<file path="src/rtl/rtsio_pkg.sv">
/*
 * Package of the remote test select and status port.
 * Holds the APB map, field positions, reset values and timing counts.
 * Assumes a 100 MHz core clock.
 */
package rtsio_pkg;
    // APB register byte offsets.
    localparam logic [7:0] RTSIO_CTRL_OFF = 8'h00;
    localparam logic [7:0] RTSIO_STAT_OFF = 8'h04;
    localparam logic [7:0] RTSIO_RESULT_OFF = 8'h08;
    // Control register fields.
    localparam int CTRL_REMOTE_EN_BIT = 0;
    localparam int CTRL_REMOTE_STOP_BIT = 1;
    localparam int CTRL_PANEL_STOP_BIT = 2;
    localparam int CTRL_PASS_BIT = 3;
    localparam int CTRL_FAIL_BIT = 4;
    localparam int CTRL_CAUSE_LSB = 8;
    localparam logic [31:0] CTRL_RESET = 32'h0000_0000;
    // Fail cause codes written by software.
    localparam logic [1:0] CAUSE_UPPER = 2'h0;
    localparam logic [1:0] CAUSE_LOWER = 2'h1;
    localparam logic [1:0] CAUSE_ARC = 2'h2;
    localparam logic [1:0] CAUSE_GROUND = 2'h3;
    // Highest test numbers per mode.
    localparam logic [3:0] MAX_SINGLE = 4'hf;
    localparam logic [3:0] MAX_MULTI = 4'h9;
    // Debounce time and its cycle count.
    localparam int CLK_HZ = 100_000_000;
    localparam int DEBOUNCE_US = 10;
    localparam int DEBOUNCE_CYC = (CLK_HZ / 1_000_000) * DEBOUNCE_US;
    // Test state machine.
    typedef enum logic [1:0] {
        RTS_IDLE = 2'b00,
        RTS_RUN = 2'b01,
        RTS_PASS = 2'b10,
        RTS_FAIL = 2'b11
    } rts_state_t;
endpackage

</file>
<file path="src/rtl/rtsio_top.sv">
/*
 * Remote parallel control and status port of a high voltage tester.
 * Assumes contact inputs arrive unsynchronised, active low closures,
 * and that software on APB reports each test's verdict and fail cause.
 */
`timescale 1ns/1ps
module rtsio_top (
    // Clock and reset.
    input wire logic CLK_I,
    input wire logic ARST_N_I,
    // APB slave.
    input wire logic PSEL_I,
    input wire logic PENABLE_I,
    input wire logic PWRITE_I,
    input wire logic [7:0] PADDR_I,
    input wire logic [31:0] PWDATA_I,
    output logic [31:0] PRDATA_O,
    output logic PREADY_O,
    output logic PSLVERR_O,
    // Remote inputs, active low contact closures.
    input wire logic START_N_I,
    input wire logic STOP_N_I,
    input wire logic MULTI_STEP_N_I,
    input wire logic INTERLOCK_ARM_N_I,
    input wire logic INTERLOCK_LOOP_N_I,
    input wire logic [3:0] SELECT_CODE_I,
    // Contact and trip outputs, high means closed.
    output logic GOOD_RESULT_CONTACT_A_O,
    output logic GOOD_RESULT_CONTACT_B_O,
    output logic BAD_RESULT_CONTACT_A_O,
    output logic BAD_RESULT_CONTACT_B_O,
    output logic IN_PROGRESS_CONTACT_A_O,
    output logic IN_PROGRESS_CONTACT_B_O,
    output logic UPPER_LIMIT_TRIP_O,
    output logic LOWER_LIMIT_TRIP_O,
    output logic ARC_LIMIT_TRIP_O,
    output logic GROUND_CONTINUITY_TRIP_O,
    output logic HV_ENABLE_O
);
    import rtsio_pkg::*;

    localparam int NIN = 9;

    typedef struct packed {
        logic [NIN-1:0] s1;
        logic [NIN-1:0] s2;
        logic [NIN-1:0] deb;
        logic [NIN-1:0][19:0] cnt;
        logic start_prev;
        rts_state_t st;
        logic multi;
        logic [3:0] test_num;
        logic [1:0] cause;
        logic remote_en;
        logic ign_ilock;
        logic ign_stop;
        logic invalid_req;
        logic [31:0] rdata;
    } rtsio_state_t;

    rtsio_state_t r_q, r_d;
    logic [NIN-1:0] raw;
    logic start_lvl, stop_lvl, multi_lvl, arm_lvl, loop_lvl;
    logic [3:0] sel;
    logic ilock_ok, start_evt, stop_any, wr, rd;
    logic sw_rstop, sw_pstop, sw_pass, sw_fail;

    // Inputs are inverted so that a closed contact reads one.
    assign raw = {~SELECT_CODE_I, ~INTERLOCK_LOOP_N_I,
                  ~INTERLOCK_ARM_N_I, ~MULTI_STEP_N_I, ~STOP_N_I,
                  ~START_N_I};
    assign start_lvl = r_q.deb[0];
    assign stop_lvl = r_q.deb[1];
    assign multi_lvl = r_q.deb[2];
    assign arm_lvl = r_q.deb[3];
    assign loop_lvl = r_q.deb[4];
    assign sel = r_q.deb[8:5];

    // Interlock only gates when armed; then the loop must be closed.
    assign ilock_ok = !arm_lvl || loop_lvl;
    assign start_evt = start_lvl && !r_q.start_prev;
    assign wr = PSEL_I && PENABLE_I && PWRITE_I;
    assign rd = PSEL_I && !PWRITE_I;
    assign sw_rstop = wr && PADDR_I == RTSIO_CTRL_OFF
                      && PWDATA_I[CTRL_REMOTE_STOP_BIT];
    assign sw_pstop = wr && PADDR_I == RTSIO_CTRL_OFF
                      && PWDATA_I[CTRL_PANEL_STOP_BIT];
    assign sw_pass = wr && PADDR_I == RTSIO_CTRL_OFF
                     && PWDATA_I[CTRL_PASS_BIT];
    assign sw_fail = wr && PADDR_I == RTSIO_CTRL_OFF
                     && PWDATA_I[CTRL_FAIL_BIT];
    // Remote stop serves only with remote on; pin and panel otherwise.
    assign stop_any = r_q.remote_en ? sw_rstop
                                    : (stop_lvl || sw_pstop);

    // Next state: debounce, test sequencing and register access.
    always_comb begin
        r_d = r_q;
        r_d.s1 = raw;
        r_d.s2 = r_q.s1;
        for (int i = 0; i < NIN; i++) begin
            if (r_q.s2[i] == r_q.deb[i]) begin
                r_d.cnt[i] = '0;
            end else if (r_q.cnt[i] == 20'(DEBOUNCE_CYC - 1)) begin
                r_d.deb[i] = r_q.s2[i];
                r_d.cnt[i] = '0;
            end else begin
                r_d.cnt[i] = r_q.cnt[i] + 20'h1;
            end
        end
        r_d.start_prev = start_lvl;
        r_d.ign_ilock = 1'b0;
        r_d.ign_stop = 1'b0;
        r_d.invalid_req = 1'b0;
        case (r_q.st)
            RTS_IDLE, RTS_PASS: begin
                if (start_evt) begin
                    if (stop_lvl) begin
                        r_d.ign_stop = 1'b1;
                    end else if (!ilock_ok) begin
                        r_d.ign_ilock = 1'b1;
                    end else if (multi_lvl && (sel == 4'h0
                                 || sel > MAX_MULTI)) begin
                        r_d.invalid_req = 1'b1;
                    end else if (!multi_lvl && sel == 4'h0) begin
                        r_d.invalid_req = 1'b1;
                    end else begin
                        r_d.st = RTS_RUN;
                        r_d.test_num = sel;
                        r_d.multi = multi_lvl;
                    end
                end else if (r_q.st == RTS_PASS && stop_any) begin
                    r_d.st = RTS_IDLE;
                end
            end
            RTS_RUN: begin
                if (stop_lvl || stop_any || !ilock_ok) begin
                    r_d.st = RTS_IDLE;
                end else if (sw_fail) begin
                    r_d.st = RTS_FAIL;
                    r_d.cause = PWDATA_I[CTRL_CAUSE_LSB+:2];
                end else if (sw_pass) begin
                    r_d.st = RTS_PASS;
                end
            end
            RTS_FAIL: begin
                if (stop_any) begin
                    r_d.st = RTS_IDLE;
                end
            end
            default: r_d.st = RTS_IDLE;
        endcase
        if (wr && PADDR_I == RTSIO_CTRL_OFF) begin
            r_d.remote_en = PWDATA_I[CTRL_REMOTE_EN_BIT];
        end
        // Read data captured in setup so it is valid in access.
        if (rd && !PENABLE_I) begin
            case (PADDR_I)
                RTSIO_CTRL_OFF: r_d.rdata = {31'h0, r_q.remote_en};
                RTSIO_STAT_OFF: r_d.rdata = {22'h0, r_q.invalid_req,
                    r_q.ign_stop, r_q.ign_ilock, ilock_ok, stop_lvl,
                    multi_lvl, r_q.st, r_q.cause};
                RTSIO_RESULT_OFF: r_d.rdata = {27'h0, r_q.multi,
                                               r_q.test_num};
                default: r_d.rdata = 32'h0;
            endcase
        end
    end

    // State register.
    always_ff @(posedge CLK_I or negedge ARST_N_I) begin
        if (!ARST_N_I) begin
            r_q <= '0;
        end else begin
            r_q <= r_d;
        end
    end

    // APB answers in the access cycle, no wait states.
    assign PREADY_O = 1'b1;
    assign PSLVERR_O = PSEL_I && PENABLE_I && PADDR_I != RTSIO_CTRL_OFF
                       && PADDR_I != RTSIO_STAT_OFF
                       && PADDR_I != RTSIO_RESULT_OFF;
    assign PRDATA_O = r_q.rdata;

    // Contacts and trips decode straight from the state flops.
    assign GOOD_RESULT_CONTACT_A_O = r_q.st == RTS_PASS;
    assign GOOD_RESULT_CONTACT_B_O = r_q.st == RTS_PASS;
    assign BAD_RESULT_CONTACT_A_O = r_q.st == RTS_FAIL;
    assign BAD_RESULT_CONTACT_B_O = r_q.st == RTS_FAIL;
    assign IN_PROGRESS_CONTACT_A_O = r_q.st == RTS_RUN;
    assign IN_PROGRESS_CONTACT_B_O = r_q.st == RTS_RUN;
    assign HV_ENABLE_O = r_q.st == RTS_RUN;
    assign UPPER_LIMIT_TRIP_O = r_q.st == RTS_FAIL
                                && r_q.cause == CAUSE_UPPER;
    assign LOWER_LIMIT_TRIP_O = r_q.st == RTS_FAIL
                                && r_q.cause == CAUSE_LOWER;
    assign ARC_LIMIT_TRIP_O = r_q.st == RTS_FAIL
                              && r_q.cause == CAUSE_ARC;
    assign GROUND_CONTINUITY_TRIP_O = r_q.st == RTS_FAIL
                                      && r_q.cause == CAUSE_GROUND;

    // Checks on the sequencing.
    stop_aborts_a: assert property (@(posedge CLK_I) disable iff (!ARST_N_I)
        r_q.st == RTS_RUN && stop_lvl |=> r_q.st == RTS_IDLE)
        else $error("stop did not abort test");
    fail_holds_a: assert property (@(posedge CLK_I) disable iff (!ARST_N_I)
        r_q.st == RTS_FAIL && !stop_any |=> r_q.st == RTS_FAIL)
        else $error("fail left without stop");
    pass_holds_a: assert property (@(posedge CLK_I) disable iff (!ARST_N_I)
        r_q.st == RTS_PASS && !start_evt && !stop_any
        |=> r_q.st == RTS_PASS)
        else $error("pass dropped early");
    run_contacts_a: assert property (@(posedge CLK_I)
        disable iff (!ARST_N_I)
        IN_PROGRESS_CONTACT_A_O == (r_q.st == RTS_RUN))
        else $error("in progress contact wrong");
    one_trip_a: assert property (@(posedge CLK_I) disable iff (!ARST_N_I)
        $onehot0({UPPER_LIMIT_TRIP_O, LOWER_LIMIT_TRIP_O,
        ARC_LIMIT_TRIP_O, GROUND_CONTINUITY_TRIP_O})
        && (BAD_RESULT_CONTACT_A_O == (UPPER_LIMIT_TRIP_O
        | LOWER_LIMIT_TRIP_O | ARC_LIMIT_TRIP_O
        | GROUND_CONTINUITY_TRIP_O)))
        else $error("fail cause not exactly one");
    start_latch_a: assert property (@(posedge CLK_I)
        disable iff (!ARST_N_I)
        r_q.st == RTS_IDLE && start_evt && ilock_ok && !stop_lvl
        && sel != 4'h0 && !multi_lvl
        |=> r_q.st == RTS_RUN && r_q.test_num == $past(sel))
        else $error("start not taken with select code");
    multi_zero_a: assert property (@(posedge CLK_I)
        disable iff (!ARST_N_I)
        r_q.st != RTS_RUN && start_evt && multi_lvl && sel == 4'h0
        |=> r_q.st != RTS_RUN)
        else $error("invalid multi request ran");
    ilock_block_a: assert property (@(posedge CLK_I)
        disable iff (!ARST_N_I)
        r_q.st == RTS_IDLE && start_evt && !ilock_ok
        |=> r_q.st == RTS_IDLE && r_q.ign_ilock)
        else $error("start taken without interlock");
    multi_limit_a: assert property (@(posedge CLK_I)
        disable iff (!ARST_N_I)
        r_q.st == RTS_RUN && r_q.multi |-> r_q.test_num <= MAX_MULTI)
        else $error("multi test number out of range");
    cv_pass: cover property (@(posedge CLK_I) r_q.st == RTS_PASS);
    cv_fail: cover property (@(posedge CLK_I) r_q.st == RTS_FAIL);
    cv_abort: cover property (@(posedge CLK_I)
        r_q.st == RTS_RUN ##1 r_q.st == RTS_IDLE);
    cv_ignored: cover property (@(posedge CLK_I) r_q.ign_stop);
endmodule // rtsio_top

</file>
<file path="config.mk">
export PLATFORM = sky130hd
export DESIGN_NAME = rtsio_top
export DESIGN_NICKNAME = d
export VERILOG_FILES = /design/src/rtl/rtsio_pkg.sv /design/src/rtl/rtsio_top.sv
export SDC_FILE = /design/constraint.sdc
export NUM_CORES = 1
export LEC_CHECK = 0
export BUFFER_PORTS_ARGS = -buffer_cell sky130_fd_sc_hd__buf_2
export CAP_MARGIN = 20
export CORE_MARGIN = 1.5
export CORE_UTILIZATION = 50
export DETAILED_ROUTE_END_ITERATION = 7
export GPL_TIMING_DRIVEN = 1
export PLACE_DENSITY = 0.69
export SKIP_LAST_GASP = 1
export SYNTH_ARGS = -nofsm -noshare
export SYNTH_HDL_FRONTEND = slang
export SYNTH_SLANG_ARGS = --single-unit
export TNS_END_PERCENT = 30
</file>
<file path="constraint.sdc">
create_clock -name CLK_I -period 1.9 [get_ports CLK_I]
set_input_delay 0 -clock CLK_I [delete_from_list [all_inputs] [get_ports CLK_I]]
set_output_delay 0 -clock CLK_I [all_outputs]
set_load 0.1 [all_outputs]
</file>
# Word-level counts from Yosys, hierarchy flattened

Index checks and enable logic that the tools add are counted.
Widths: inputs -> output; s select.

Add/subtract/negate cells: 9
Order comparisons: 1
Eq/ne operators: 35
Multiplexer cells: 40
Bitwise logic cells: 19
Reductions and logical operators: 49

Operators with widths:

| operator              | count |
|---|---|
| $mux 20               | 18 |
| $add 20x1->20 const B | 9 |
| $eq 20x10->1 const B  | 9 |
| $pmux 10 s3           | 1 |
| $mux 7                | 4 |
| $logic_and 1x1->1     | 20 |
| $not 1->1             | 18 |
| $reduce_and 2->1      | 9 |
| $ne 3x3->1 const B    | 5 |
| $mux 2                | 6 |
| $eq 1x1->1            | 9 |
| $eq 2x2->1 const B    | 4 |
| $eq 8x3->1 const B    | 1 |
| $eq 8x4->1 const B    | 1 |
| $logic_not 8->1       | 1 |
| $mux 1                | 8 |
| $ne 8x3->1 const B    | 1 |
| $ne 8x4->1 const B    | 1 |
| $reduce_bool 8->1     | 1 |
| $reduce_and 7->1      | 1 |
| $logic_not 1->1       | 6 |
| $mux 3                | 2 |
| $pmux 2 s3            | 1 |
| $reduce_and 6->1      | 1 |
| other kinds (10)      | 16 |

Register bits after elaboration: 253
Logic and storage cells: 183

# Longest topological paths before layout

Word-level depth: 10
Gate-level depth with buffers: 8
Mapped depth without buffers: 6

# Worst setup path after synthesis

No wires, ideal clock.

Path kind: register to output
From: register r_q[43] in the netlist's numbering
To: output port LOWER_LIMIT_TRIP_O
Data arrival time: 2,907 ps
Required time: 1,900 ps
Slack: -1,007 ps
Cell stages (with the launch flop): 4
Path through: dfrtp_1 clkbuf_1 nand2_1 nor3b_1

Word-level cells in the longest chain between the ends: 2

Ends and longest elaborated chain:

| item                   | RTL line         | source |
|---|---|---|
| start, declared        | rtsio_top.sv:61  | `rtsio_state_t r_q, r_d;` |
| start signal, assigned | rtsio_top.sv:175 | `r_q <= r_d;` |
| $eq 2x2->1             | rtsio_top.sv:196 | `assign LOWER_LIMIT_TRIP_O = r_q.st == RTS_FAIL` |
| $logic_and 1x1->1      | rtsio_top.sv:197 | `&& r_q.cause == CAUSE_LOWER;` |
| end, declared          | rtsio_top.sv:35  | `output logic LOWER_LIMIT_TRIP_O,` |

Every way passes these cells.

# Worst setup path after layout

Same ends and word-level chain as after synthesis.

==> metrics <==
Routed Antenna Nets 0; DRT Wirelength 20.5 mm; Worst VDD drop 0.638 mV; RSZ-0062 raised after global routing yes; final setup vio count 0; port bufs 50; CP max FO 8; Top FF cell, synth dfrtp_1; Hold Crit Class primary input to async pin; gr busiest metal met2; slowest cell on the critical path buf_2; Slew HR 0.650; setup ws final 0.0640 ns; Mapped Cells 1086; core area 0.0218 mm2; Slew @ Worst Pin 0.529 ns; Die Wd 152 um; Setup crit start kind register; Total Routing Usage GR 0.184; Initial Utilization 0.508; dpl ws 0.0624 ns; final core utilization 0.591; Placer Congestion 0.826; max-cap viol count 0; first-pass GRT wire length 36.0 mm; area growth from synthesis to layout 16.3%; Wirelength per Cell 13.8 um; mean cell area of the mapped netlist 10.2 um2; power per cell area 806 mW/mm2; clock latency at the later pin of the worst-skew pair 0.52 ns; postcts setup bufs 0; clk_skew 0.00611 ns; Pins Over Slew Limit 0; DRC violation total after the first TritonRoute iteration 311; worst path bufs/invs 2; Post-Place Cells 1420; clock root cell clkbuf_16; DR pass1 iterations 5; TritonCTS buffer count 25; Post-Syn Area 0.0111 mm2; # rows 54; Overflow after GRT 0; Worst EP arrival 1.84 ns; Leak Pwr 5.95 nW; run status finished with violations; Synth cell types 44; Async SR Flop Fraction 1.00; max incr delay on CP 0.44 ns; Synthesis Warnings 0; M2 GR Usage 0.283; Synth Register Bits 231; layout cells sized above 1 0.150; pin count of the biggest net entering global routing 58; Worst setup EP type primary output; clk slew on worst S/H paths 0.06 ns; met1 Use GR 0.266; CP delay by family, top buffers and inverters; number of flops mapped to enable cells by yosys 0; sequence of cells on the critical path buf_4 -> nand2_1 -> nor3b_2 -> buf_2; register area share after synthesis 0.521; routed vias 7608; grt met3 use 0.0311; clock sink count 231; final cell count without fillers 1485; final hold vios 2; CTS tree yes; Avg Vias per Cell 5.12; Top-Level Pins 99; Fmax 545 MHz; final period utilization 0.966; Max clock buf depth 3; Die Area 0.0231 mm2; Worst Path Required 1.90 ns; worst setup path class register to primary output; failing checks negative hold slack; fin crit period 1.84 ns; H-tree levels 1; initial antenna violation count 2; number of global-route vias before repair 7570; post-DP HPWL 13.9 mm; Final #Nets 1251; WHS -0.00549 ns; drc violations 0; chip height 152 um
## cells in the mapped netlist, drive strengths merged, types with 2 or more instances
cell type	n	area share
and2	2	0.0011
o21ai	4	0.0018
a21oi	2	0.00090
mux2i	2	0.0018
ha	9	0.010
nand3	79	0.039
buf	55	0.035
nor2b	3	0.0017
nand2b	10	0.0056
nand4b	2	0.0029
conb	2	0.00068
a22oi	4	0.0027
nor3b	4	0.0032
clkbuf	2	0.00068
mux2	17	0.017
o31ai	5	0.0034
and3	29	0.016
inv	30	0.010
o211ai	3	0.0020
nor3	21	0.010
xnor2	68	0.054
xor2	103	0.081
and4	9	0.0071
nand2	77	0.026
nor4	55	0.046
nand4	27	0.015
or2	5	0.0028
nor2	216	0.073
a22o	5	0.0039
dfrtp	231	0.52
## final timing paths
path	slack (ns)	depth (start not counted)	to	from
worst max-delay path	0.06	4	LOWER_LIMIT_TRIP_O	r_q[43]
worst min-delay path	-0.005	2	r_q[48]	ARST_N_I
worst max register to register	0.12	6	r_q[79]	r_q[66]
min in group CLK_I	0.02	5	PRDATA_O[2]	PENABLE_I
worst min register to register	0.35	0	r_q[242]	r_d[242]
max in group asynchronous	1.24	3	r_q[103]	ARST_N_I
## registers in the layout (all words and copies together) (netlist names)
name / cells
r_d: 10
PRDATA_O: 10
multi_lvl: 1
loop_lvl: 1
arm_lvl: 1
r_q: 208
## cell families after synthesis
kind of cell / Yosys count / synth area share
xor gates and xnor gates: 171 / 0.135
muxes: 19 / 0.0191
adders and majority gates: 9 / 0.0101
AOI/OAI and AO/OA: 28 / 0.0183
other: 2 / 0.000677
DFF: 231 / 0.521
and+or+nand+nor: 539 / 0.250
buffers and inverters: 87 / 0.0456
## metal layers
layer	share of wire	wire length [um]	vias to the layer above
li1	-	-	3803
met5	0.00083	17	-
met2	0.45	9220	125
met1	0.48	9840	3638
met4	0.025	522	2
met3	0.045	932	40
## placed cells by master (no fill, tap or decap), types with 3 or more instances in the layout
cell type | synthesis | routed
dfrtp_1 | 231 | 231
nor2_1 | 216 | 216
xor2_1 | 103 | 103
nand2_1 | 77 | 77
nand3_1 | 71 | 71
xnor2_1 | 68 | 68
buf_2 | 14 | 48
nor4_1 | 43 | 38
inv_1 | 30 | 30
and3_1 | 29 | 29
buf_4 | 39 | 29
nand4_1 | 27 | 27
clkbuf_16 | 0 | 25
conb_1 | 2 | 23
dlygate4sd3_1 | 0 | 21
nor3_1 | 19 | 18
mux2_2 | 17 | 17
buf_12 | 0 | 12
nor4_4 | 10 | 10
nand2b_1 | 10 | 10
and4_1 | 9 | 9
ha_1 | 9 | 9
nand3_2 | 8 | 8
nor4_2 | 2 | 7
clkinv_2 | 0 | 6
a22o_1 | 5 | 5
o31ai_1 | 5 | 5
clkbuf_1 | 2 | 5
or2_2 | 4 | 4
a22oi_1 | 4 | 4
o21ai_0 | 4 | 4
clkbuf_8 | 0 | 4
nor3_2 | 2 | 3
o211ai_1 | 3 | 3
nor2b_1 | 3 | 3
nor3b_2 | 1 | 3
## repair_timing
item / in CTS / in global routing
resized for setup: 1 / 5
hold buffers: 21 / 0
endpoints found under the setup margin: 1 / 102
endpoints found under the hold margin: 249 / 0
## layout make-up
cell class                 instances  area, um2
fill                            1851       8920
sequential                       231       5780
multi-input combinational        789       4940
timing repair buffer             111        923
clock buffer                      34        699
tap                              280        350
inverter                          30        113
clock inverter                     9       97.6
antenna                            1       2.50
## report_power, final
part | total, mW | leakage, nW | internal, mW | switching [mW]
combinational | 0.635 | 2.40 | 0.167 | 0.468
clock | 4.73 | 0.395 | 2.83 | 1.90
sequential | 5.04 | 3.16 | 4.99 | 0.0525
## metrics by stage
| stage | TNS [ns] | total power, mW | hold WS (ns) | cell area, um2 |
|---|---|---|---|---|
| 6_report | 0 | 10.4 | -0.00549 | 12900 |
| 5_1_grt | -0.852 | 10.8 | 0.0508 | 12900 |
| 4_1_cts | 0 | 10.5 | 0.00918 | 12900 |
| 3_5_place_dp | 0 | 5.74 | -0.0339 | 11900 |
| 3_3_place_gp | 0 | 5.73 | -0.0405 | 11900 |
| 2_1_floorplan | -0.831 | 5.54 | -0.296 | 11200 |
## worst register-to-register path: cells and delay by family, from the launching register on
family	cells	cell delay, ns
simple gates	5	1.06
flops	1	0.37
fa+ha+maj	1	0.22
(Power assumes the default switching activity.)
